===== config.mk =====
export PLATFORM = sky130hd
export DESIGN_NAME = dbg_device_flat
export DESIGN_NICKNAME = d
export VERILOG_FILES = /design/src/hdl/dbg_pkg.sv /design/src/hdl/dbg_link_if.sv /design/src/hdl/dbg_device.sv /design/src/flat_wrapper.sv
export VERILOG_INCLUDE_DIRS = /design/src /design/src/hdl
export SDC_FILE = /design/constraint.sdc
export NUM_CORES = 1
export LEC_CHECK = 0
export BUFFER_PORTS_ARGS = -buffer_cell sky130_fd_sc_hd__buf_2
export CAP_MARGIN = 25
export CELL_PAD_IN_SITES_DETAIL_PLACEMENT = 1
export CELL_PAD_IN_SITES_GLOBAL_PLACEMENT = 2
export CORE_MARGIN = 10
export CORE_UTILIZATION = 39
export DETAILED_ROUTE_END_ITERATION = 10
export PLACE_DENSITY = 0.8
export SETUP_SLACK_MARGIN = 0.02
export SYNTH_ARGS = -nofsm -noshare
export SYNTH_HDL_FRONTEND = slang
export SYNTH_SLANG_ARGS = --single-unit
export TNS_END_PERCENT = 50

===== constraint.sdc =====
create_clock -name clock_i -period 2.32 [get_ports clock_i]
set_clock_uncertainty 0.2 [all_clocks]
set_input_delay 0.116 -clock clock_i [delete_from_list [all_inputs] [get_ports clock_i]]
set_output_delay 0.116 -clock clock_i [all_outputs]
set_load 0.01 [all_outputs]

===== src/hdl/dbg_defs.svh =====
`ifndef DBG_DEFS_SVH
`define DBG_DEFS_SVH
// write-only register offsets
`define DBG_OFS_BUS_GRANT_CONTROL 8'h17
`define DBG_OFS_SLOT4 8'h21
`define DBG_OFS_SLOT3 8'h22
`define DBG_OFS_SLOT2 8'h23
`define DBG_OFS_SLOT1 8'h24
`define DBG_OFS_FIRST 8'h25
// bus_grant_control fields
`define DBG_BIT_GRANT_ENABLE 7
`define DBG_BIT_GRANT_FORCE 6
`define DBG_BUS_CTL_RESET 8'h00
`define DBG_RESERVED_MASK 8'h3f
// core fetch slot count
`define DBG_SLOT_COUNT 5
`endif


===== src/hdl/dbg_pkg.sv =====
package dbg_pkg;
  typedef enum logic [1:0] {
    DBG_BREAK,
    DBG_EXEC,
    DBG_REG_OP
  } dbg_state_type;
endpackage


===== src/hdl/dbg_link_if.sv =====
`timescale 1ns/100ps
// register write link between host and device
interface dbg_link_if;
  logic wr_valid;
  logic [7:0] wr_addr;
  logic [7:0] wr_data;
  logic busy;
  modport device_mp (input wr_valid, input wr_addr, input wr_data, output busy);
  modport host_mp (output wr_valid, output wr_addr, output wr_data, input busy);
endinterface


===== src/hdl/dbg_device.sv =====
`timescale 1ns/100ps
`include "dbg_defs.svh"
// Function
// - host writes grant control only while halted
// - enable zero ignores requests, grant only if forced
// - enable one grants after current operation
// - force one asserts the grant pin
// - force zero releases the grant pin
// - host writes zeros to reserved bits
// - first-slot write leaves break, runs one
// - fetch slot 0 first, then 1..4
// - host loads only the slots used
// - host never injects six-byte instructions
// - slots 4..0 ascend, slot 0 highest
module dbg_device
  import dbg_pkg::*;
(
  input wire logic clock_i,
  input wire logic rst_n_i,
  dbg_link_if.device_mp link,
  input wire logic ext_bus_request_pin_i,
  input wire logic fetch_req_i,
  input wire logic insn_done_i,
  output logic ext_bus_grant_pin_o,
  output logic exec_start_o,
  output logic in_break_o,
  output logic [7:0] fetch_byte_o,
  output logic fetch_valid_o
);
  typedef struct packed {
    dbg_state_type state;
    logic grant_enable;
    logic grant_force;
    logic [2:0] req_sync;
    logic req_seen;
    logic grant;
    logic [7:0] slot0;
    logic [7:0] slot1;
    logic [7:0] slot2;
    logic [7:0] slot3;
    logic [7:0] slot4;
    logic [2:0] fetch_idx;
    logic start;
    logic [7:0] fbyte;
    logic fvalid;
    logic busy;
    logic brk;
  } dbg_dev_state_type;

  dbg_dev_state_type cur_ff;
  dbg_dev_state_type nxt_ff;

  // slot selection by fetch index
  function automatic logic [7:0] pick_slot(input dbg_dev_state_type s, input logic [2:0] i);
    unique case (i)
      3'h0: pick_slot = s.slot0;
      3'h1: pick_slot = s.slot1;
      3'h2: pick_slot = s.slot2;
      3'h3: pick_slot = s.slot3;
      default: pick_slot = s.slot4;
    endcase
  endfunction

  // next-state logic
  always_comb begin
    nxt_ff = cur_ff;
    nxt_ff.start = 1'b0;
    nxt_ff.fvalid = 1'b0;
    nxt_ff.req_sync = {cur_ff.req_sync[1:0], ext_bus_request_pin_i};
    if (cur_ff.req_sync[2] == cur_ff.req_sync[1]) begin
      nxt_ff.req_seen = cur_ff.req_sync[2];
    end
    if (link.wr_valid) begin
      unique case (link.wr_addr)
        `DBG_OFS_BUS_GRANT_CONTROL: begin
          nxt_ff.grant_enable = link.wr_data[`DBG_BIT_GRANT_ENABLE];
          nxt_ff.grant_force = link.wr_data[`DBG_BIT_GRANT_FORCE];
        end
        `DBG_OFS_SLOT4: nxt_ff.slot4 = link.wr_data;
        `DBG_OFS_SLOT3: nxt_ff.slot3 = link.wr_data;
        `DBG_OFS_SLOT2: nxt_ff.slot2 = link.wr_data;
        `DBG_OFS_SLOT1: nxt_ff.slot1 = link.wr_data;
        `DBG_OFS_FIRST: begin
          nxt_ff.slot0 = link.wr_data;
          if (cur_ff.state == DBG_BREAK) begin
            nxt_ff.state = DBG_EXEC;
            nxt_ff.fetch_idx = 3'h0;
            nxt_ff.start = 1'b1;
          end
        end
        default: ;
      endcase
    end
    // single instruction fetch from slots
    if (cur_ff.state == DBG_EXEC) begin
      if (fetch_req_i && cur_ff.fetch_idx < 3'(`DBG_SLOT_COUNT)) begin
        nxt_ff.fbyte = pick_slot(cur_ff, cur_ff.fetch_idx);
        nxt_ff.fvalid = 1'b1;
        nxt_ff.fetch_idx = cur_ff.fetch_idx + 3'h1;
      end
      if (insn_done_i) begin
        nxt_ff.state = DBG_BREAK;
      end
    end
    nxt_ff.busy = (nxt_ff.state != DBG_BREAK);
    nxt_ff.brk = (nxt_ff.state == DBG_BREAK); // registered break flag
    // grant: forced, or enabled request once idle
    nxt_ff.grant = cur_ff.grant_force ||
      (cur_ff.grant_enable && cur_ff.req_seen && cur_ff.state == DBG_BREAK
       && !link.wr_valid);
  end

  // state register
  always_ff @(posedge clock_i or negedge rst_n_i) begin
    if (!rst_n_i) begin
      cur_ff <= '0;
      cur_ff.brk <= 1'b1;
    end else begin
      cur_ff <= nxt_ff;
    end
  end

  assign ext_bus_grant_pin_o = cur_ff.grant;
  assign exec_start_o = cur_ff.start;
  assign in_break_o = cur_ff.brk;
  assign fetch_byte_o = cur_ff.fbyte;
  assign fetch_valid_o = cur_ff.fvalid;
  assign link.busy = cur_ff.busy;
endmodule


===== src/flat_wrapper.sv =====
// flat-port wrapper written by rule: the top's interface ports become plain ports
module dbg_device_flat import dbg_pkg::*;
  (clock_i, rst_n_i, ext_bus_request_pin_i, fetch_req_i, insn_done_i, ext_bus_grant_pin_o, exec_start_o, in_break_o, fetch_byte_o, fetch_valid_o, link_wr_valid, link_wr_addr, link_wr_data, link_busy);
  dbg_link_if link_i ();
  input wire logic clock_i;
  input wire logic rst_n_i;
  input wire logic ext_bus_request_pin_i;
  input wire logic fetch_req_i;
  input wire logic insn_done_i;
  output logic ext_bus_grant_pin_o;
  output logic exec_start_o;
  output logic in_break_o;
  output logic [7:0] fetch_byte_o;
  output logic fetch_valid_o;
  input wire logic [$bits(link_i.wr_valid)-1:0] link_wr_valid;
  input wire logic [$bits(link_i.wr_addr)-1:0] link_wr_addr;
  input wire logic [$bits(link_i.wr_data)-1:0] link_wr_data;
  output wire logic [$bits(link_i.busy)-1:0] link_busy;
  assign link_i.wr_valid = link_wr_valid;
  assign link_i.wr_addr = link_wr_addr;
  assign link_i.wr_data = link_wr_data;
  assign link_busy = link_i.busy;
  dbg_device u_core (.clock_i(clock_i), .rst_n_i(rst_n_i), .link(link_i), .ext_bus_request_pin_i(ext_bus_request_pin_i), .fetch_req_i(fetch_req_i), .insn_done_i(insn_done_i), .ext_bus_grant_pin_o(ext_bus_grant_pin_o), .exec_start_o(exec_start_o), .in_break_o(in_break_o), .fetch_byte_o(fetch_byte_o), .fetch_valid_o(fetch_valid_o));
endmodule

==> results_dict.tcl <==
set metrics [dict create \
    ios 35 \
    cpMaxStageDelayCell "or3_1" \
    layout-drive-gt1-share_pct 37.0 \
    cts_max_level 3 \
    finalMaxSlewViolations 0 \
    crit_chain "inv_1 -> ha_1 -> nor3_1 -> or3_1 -> a21oi_1 -> o21ai_0" \
    tightest_slew_ns 0.791 \
    rows 31 \
    grtUsageTotal_pct 12.0 \
    cp.arrival_ns 2.15 \
    hp-class "primary input to flip-flop" \
    core_area_mm2 0.00718 \
    status "completed" \
    ant_nets 0 \
    cp-end-kind "flip-flop" \
    finalWeightedCongestion 0.782 \
    cts_sinks 64 \
    period_needed_ns 2.13 \
    cts_tree "done" \
    layout_common_cells "dfrtp_1, mux2_2, buf_2" \
    clk_latency_ns 0.34 \
    startpoint_type "flip-flop" \
    diodes 0 \
    initial_core_util_pct 39.6 \
    drt_first_pass_iters 6 \
    ys_seq_area_share_pct 56.4 \
    synth.avg_cell_area_um2 12.8 \
    cts_buffers 9 \
    grt-ovfl-total 0 \
    async_flop_share_pct 100 \
    synth_warnings 0 \
    final_common_cell "dfrtp_1" \
    fin_setup_tns_ns 0 \
    syn-instance-count 222 \
    worstSetupPathType "flip-flop to flip-flop" \
    synth_edf_count 0 \
    cts-resized-gates 0 \
    power_density_mw_per_mm2 675 \
    syn_nets 249 \
    crit_required_ns 2.34 \
    io_buffers 34 \
    filler_cell_count 781 \
    max_freq_mhz 469 \
    vias_per_cell 5.05 \
    hold_viol_final 0 \
    netlist_area_mm2 0.00284 \
    die_area_mm2 0.0111 \
    ys_seq_elements 64 \
    drt_wl_total_um 6230 \
    vias 1879 \
    areaGrowthSynthToFinish_pct 18.6 \
    first_global_vias 2059 \
    finalCritPeriodShare_pct 91.9 \
    synthFlopType "dfrtp_1" \
    slowest_delay_ns 0.45 \
    nNetsFinal 295 \
    drc 0 \
    slew_headroom_pct 47.2 \
    max_cap_violations 0 \
    clk_path_buf_depth 2 \
    cp_num_buf_inv 1 \
    vdd_drop_max_mv 0.317 \
    grt_first_pass_wirelength_um 10700 \
    cp_top_family "simple AND/OR/NAND/NOR gates" \
    post-route-util_pct 47.0 \
    rsz0062_at_grt "no" \
    dp_hpwl_um 4540 \
    setup_viol 0 \
    die_w_um 105 \
    worstPathMaxFanout 9 \
    path_clk_slew_ns 0.07 \
    first_iter_violations 98 \
    die_y_um 105 \
    stdcell_area_mm2 0.00337 \
    antenna_found_initial 0 \
    post_dp_cell_area_mm2 0.00308 \
    drt-wirelength-per-cell_um 16.7 \
    grt_start_max_net_pins 65 \
    yosysUniqueCellTypes 34 \
    cts_root_buf "clkbuf_8" \
    p_leak_nw 1.69 \
]
==> what timing repair did <==
| action | CTS | global route |
|---|---|---|
| endpoints found under the hold margin | 110 | 0 |
| hold buffers | 12 | 0 |
| buffers inserted | 0 | 0 |
==> per-layer routing <==
metal	share of wire [%]	routed length, um	track usage [%]	up-vias
met4	2.3	141	6.18	0
met5	0	0	0	-
met1	48	2980	15.4	948
met3	3.2	202	2.92	8
met2	47	2900	18.2	31
li1	-	-	-	892
==> cell type report <==
cell class                 count  area (um^2)  share of cell area, %
multi-input combinational    136         1120                   33.3
clock buffer                  12          145                   4.31
inverter                       5         18.8                  0.557
timing repair buffer          52          335                   9.95
clock inverter                 4         22.5                  0.668
tap                           99          124                   3.68
sequential                    64         1600                   47.6
==> cells by family (layout without fill, tap and decap cells) <==
kind of cell | after synthesis | count (layout) | synth area share, %
fa+ha+maj | 6 | 6 | 2.56
flops | 64 | 64 | 56.4
compound gates | 40 | 40 | 8.90
simple gates | 48 | 48 | 11.4
buf+inv | 22 | 73 | 4.10
mux | 42 | 42 | 16.7
==> worst paths after layout <==
check / startpoint / to / slack [ns] / cells after the start
worst max-delay path: u_core.cur_ff[12]$_DFF_PN0_ / u_core.fetch_byte_o[3]$_DFFE_PN0P_ / 0.19 / 6
worst min-delay path: fetch_req_i / u_core.fetch_valid_o$_DFF_PN0_ / 0.02 / 3
worst max register to register: u_core.cur_ff[12]$_DFF_PN0_ / u_core.fetch_byte_o[3]$_DFFE_PN0P_ / 0.19 / 6
worst min register to register: u_core.cur_ff[57]$_DFF_PN0_ / u_core.cur_ff[58]$_DFF_PN0_ / 0.17 / 0
max in group asynchronous: rst_n_i / u_core.cur_ff[41]$_DFFE_PN0P_ / 1.12 / 3
min in group asynchronous: rst_n_i / u_core.cur_ff[17]$_DFFE_PN0P_ / 0.26 / 3
==> sequential cells by signal (all words and copies together), names as in the netlist <==
name / cells
u_core.ext_bus_grant_pin_o: 1
u_core.link.busy: 1
u_core.in_break_o: 1
u_core.exec_start_o: 1
u_core.fetch_byte_o: 8
u_core.fetch_valid_o: 1
u_core.cur_ff: 51
==> where the power goes <==
group	switching, mW	leakage [nW]	internal, mW
Combinational	0.144	0.733	0.114
Clock	0.412	0.0861	0.412
Sequential	0.0291	0.869	1.17
Total	0.585	1.69	1.69
==> tightest hold or removal path: stages <==
cell      delay (ns)
buf_2           0.10
nand4b_1        0.09
inv_1           0.16
==> synthesized netlist by cell type (2+ instances only) <==
cell | instances | share of area [%]
mux2_2 | 41 | 16
inv_1 | 5 | 0.66
clkbuf_1 | 8 | 1.1
nor2_1 | 8 | 1.1
nand4b_1 | 2 | 0.62
dfrtp_1 | 63 | 56
nand2b_1 | 10 | 2.2
buf_4 | 9 | 2.4
nand3b_4 | 2 | 1.4
a222oi_1 | 8 | 2.8
ha_1 | 5 | 2.2
nand4_1 | 2 | 0.44
nand2_1 | 14 | 1.9
o21ai_0 | 18 | 3.2
a21oi_1 | 8 | 1.4
==> per-stage QoR <==
| step | worst slack (ns) | instances | total power [mW] | hold WS [ns] |
|---|---|---|---|---|
| 2_1_floorplan | 0.282 | 222 | 1.35 | -0.380 |
| 3_3_place_gp | 0.314 | 344 | 1.45 | 0.0248 |
| 3_5_place_dp | 0.223 | 344 | 1.46 | 0.0284 |
| 4_1_cts | 0.204 | 372 | 2.31 | 0.0170 |
| 5_1_grt | 0.0486 | 372 | 2.40 | 0.0497 |
| 6_report | 0.188 | 372 | 2.28 | 0.0233 |
Note: power is estimated with default switching activity, not from simulation.
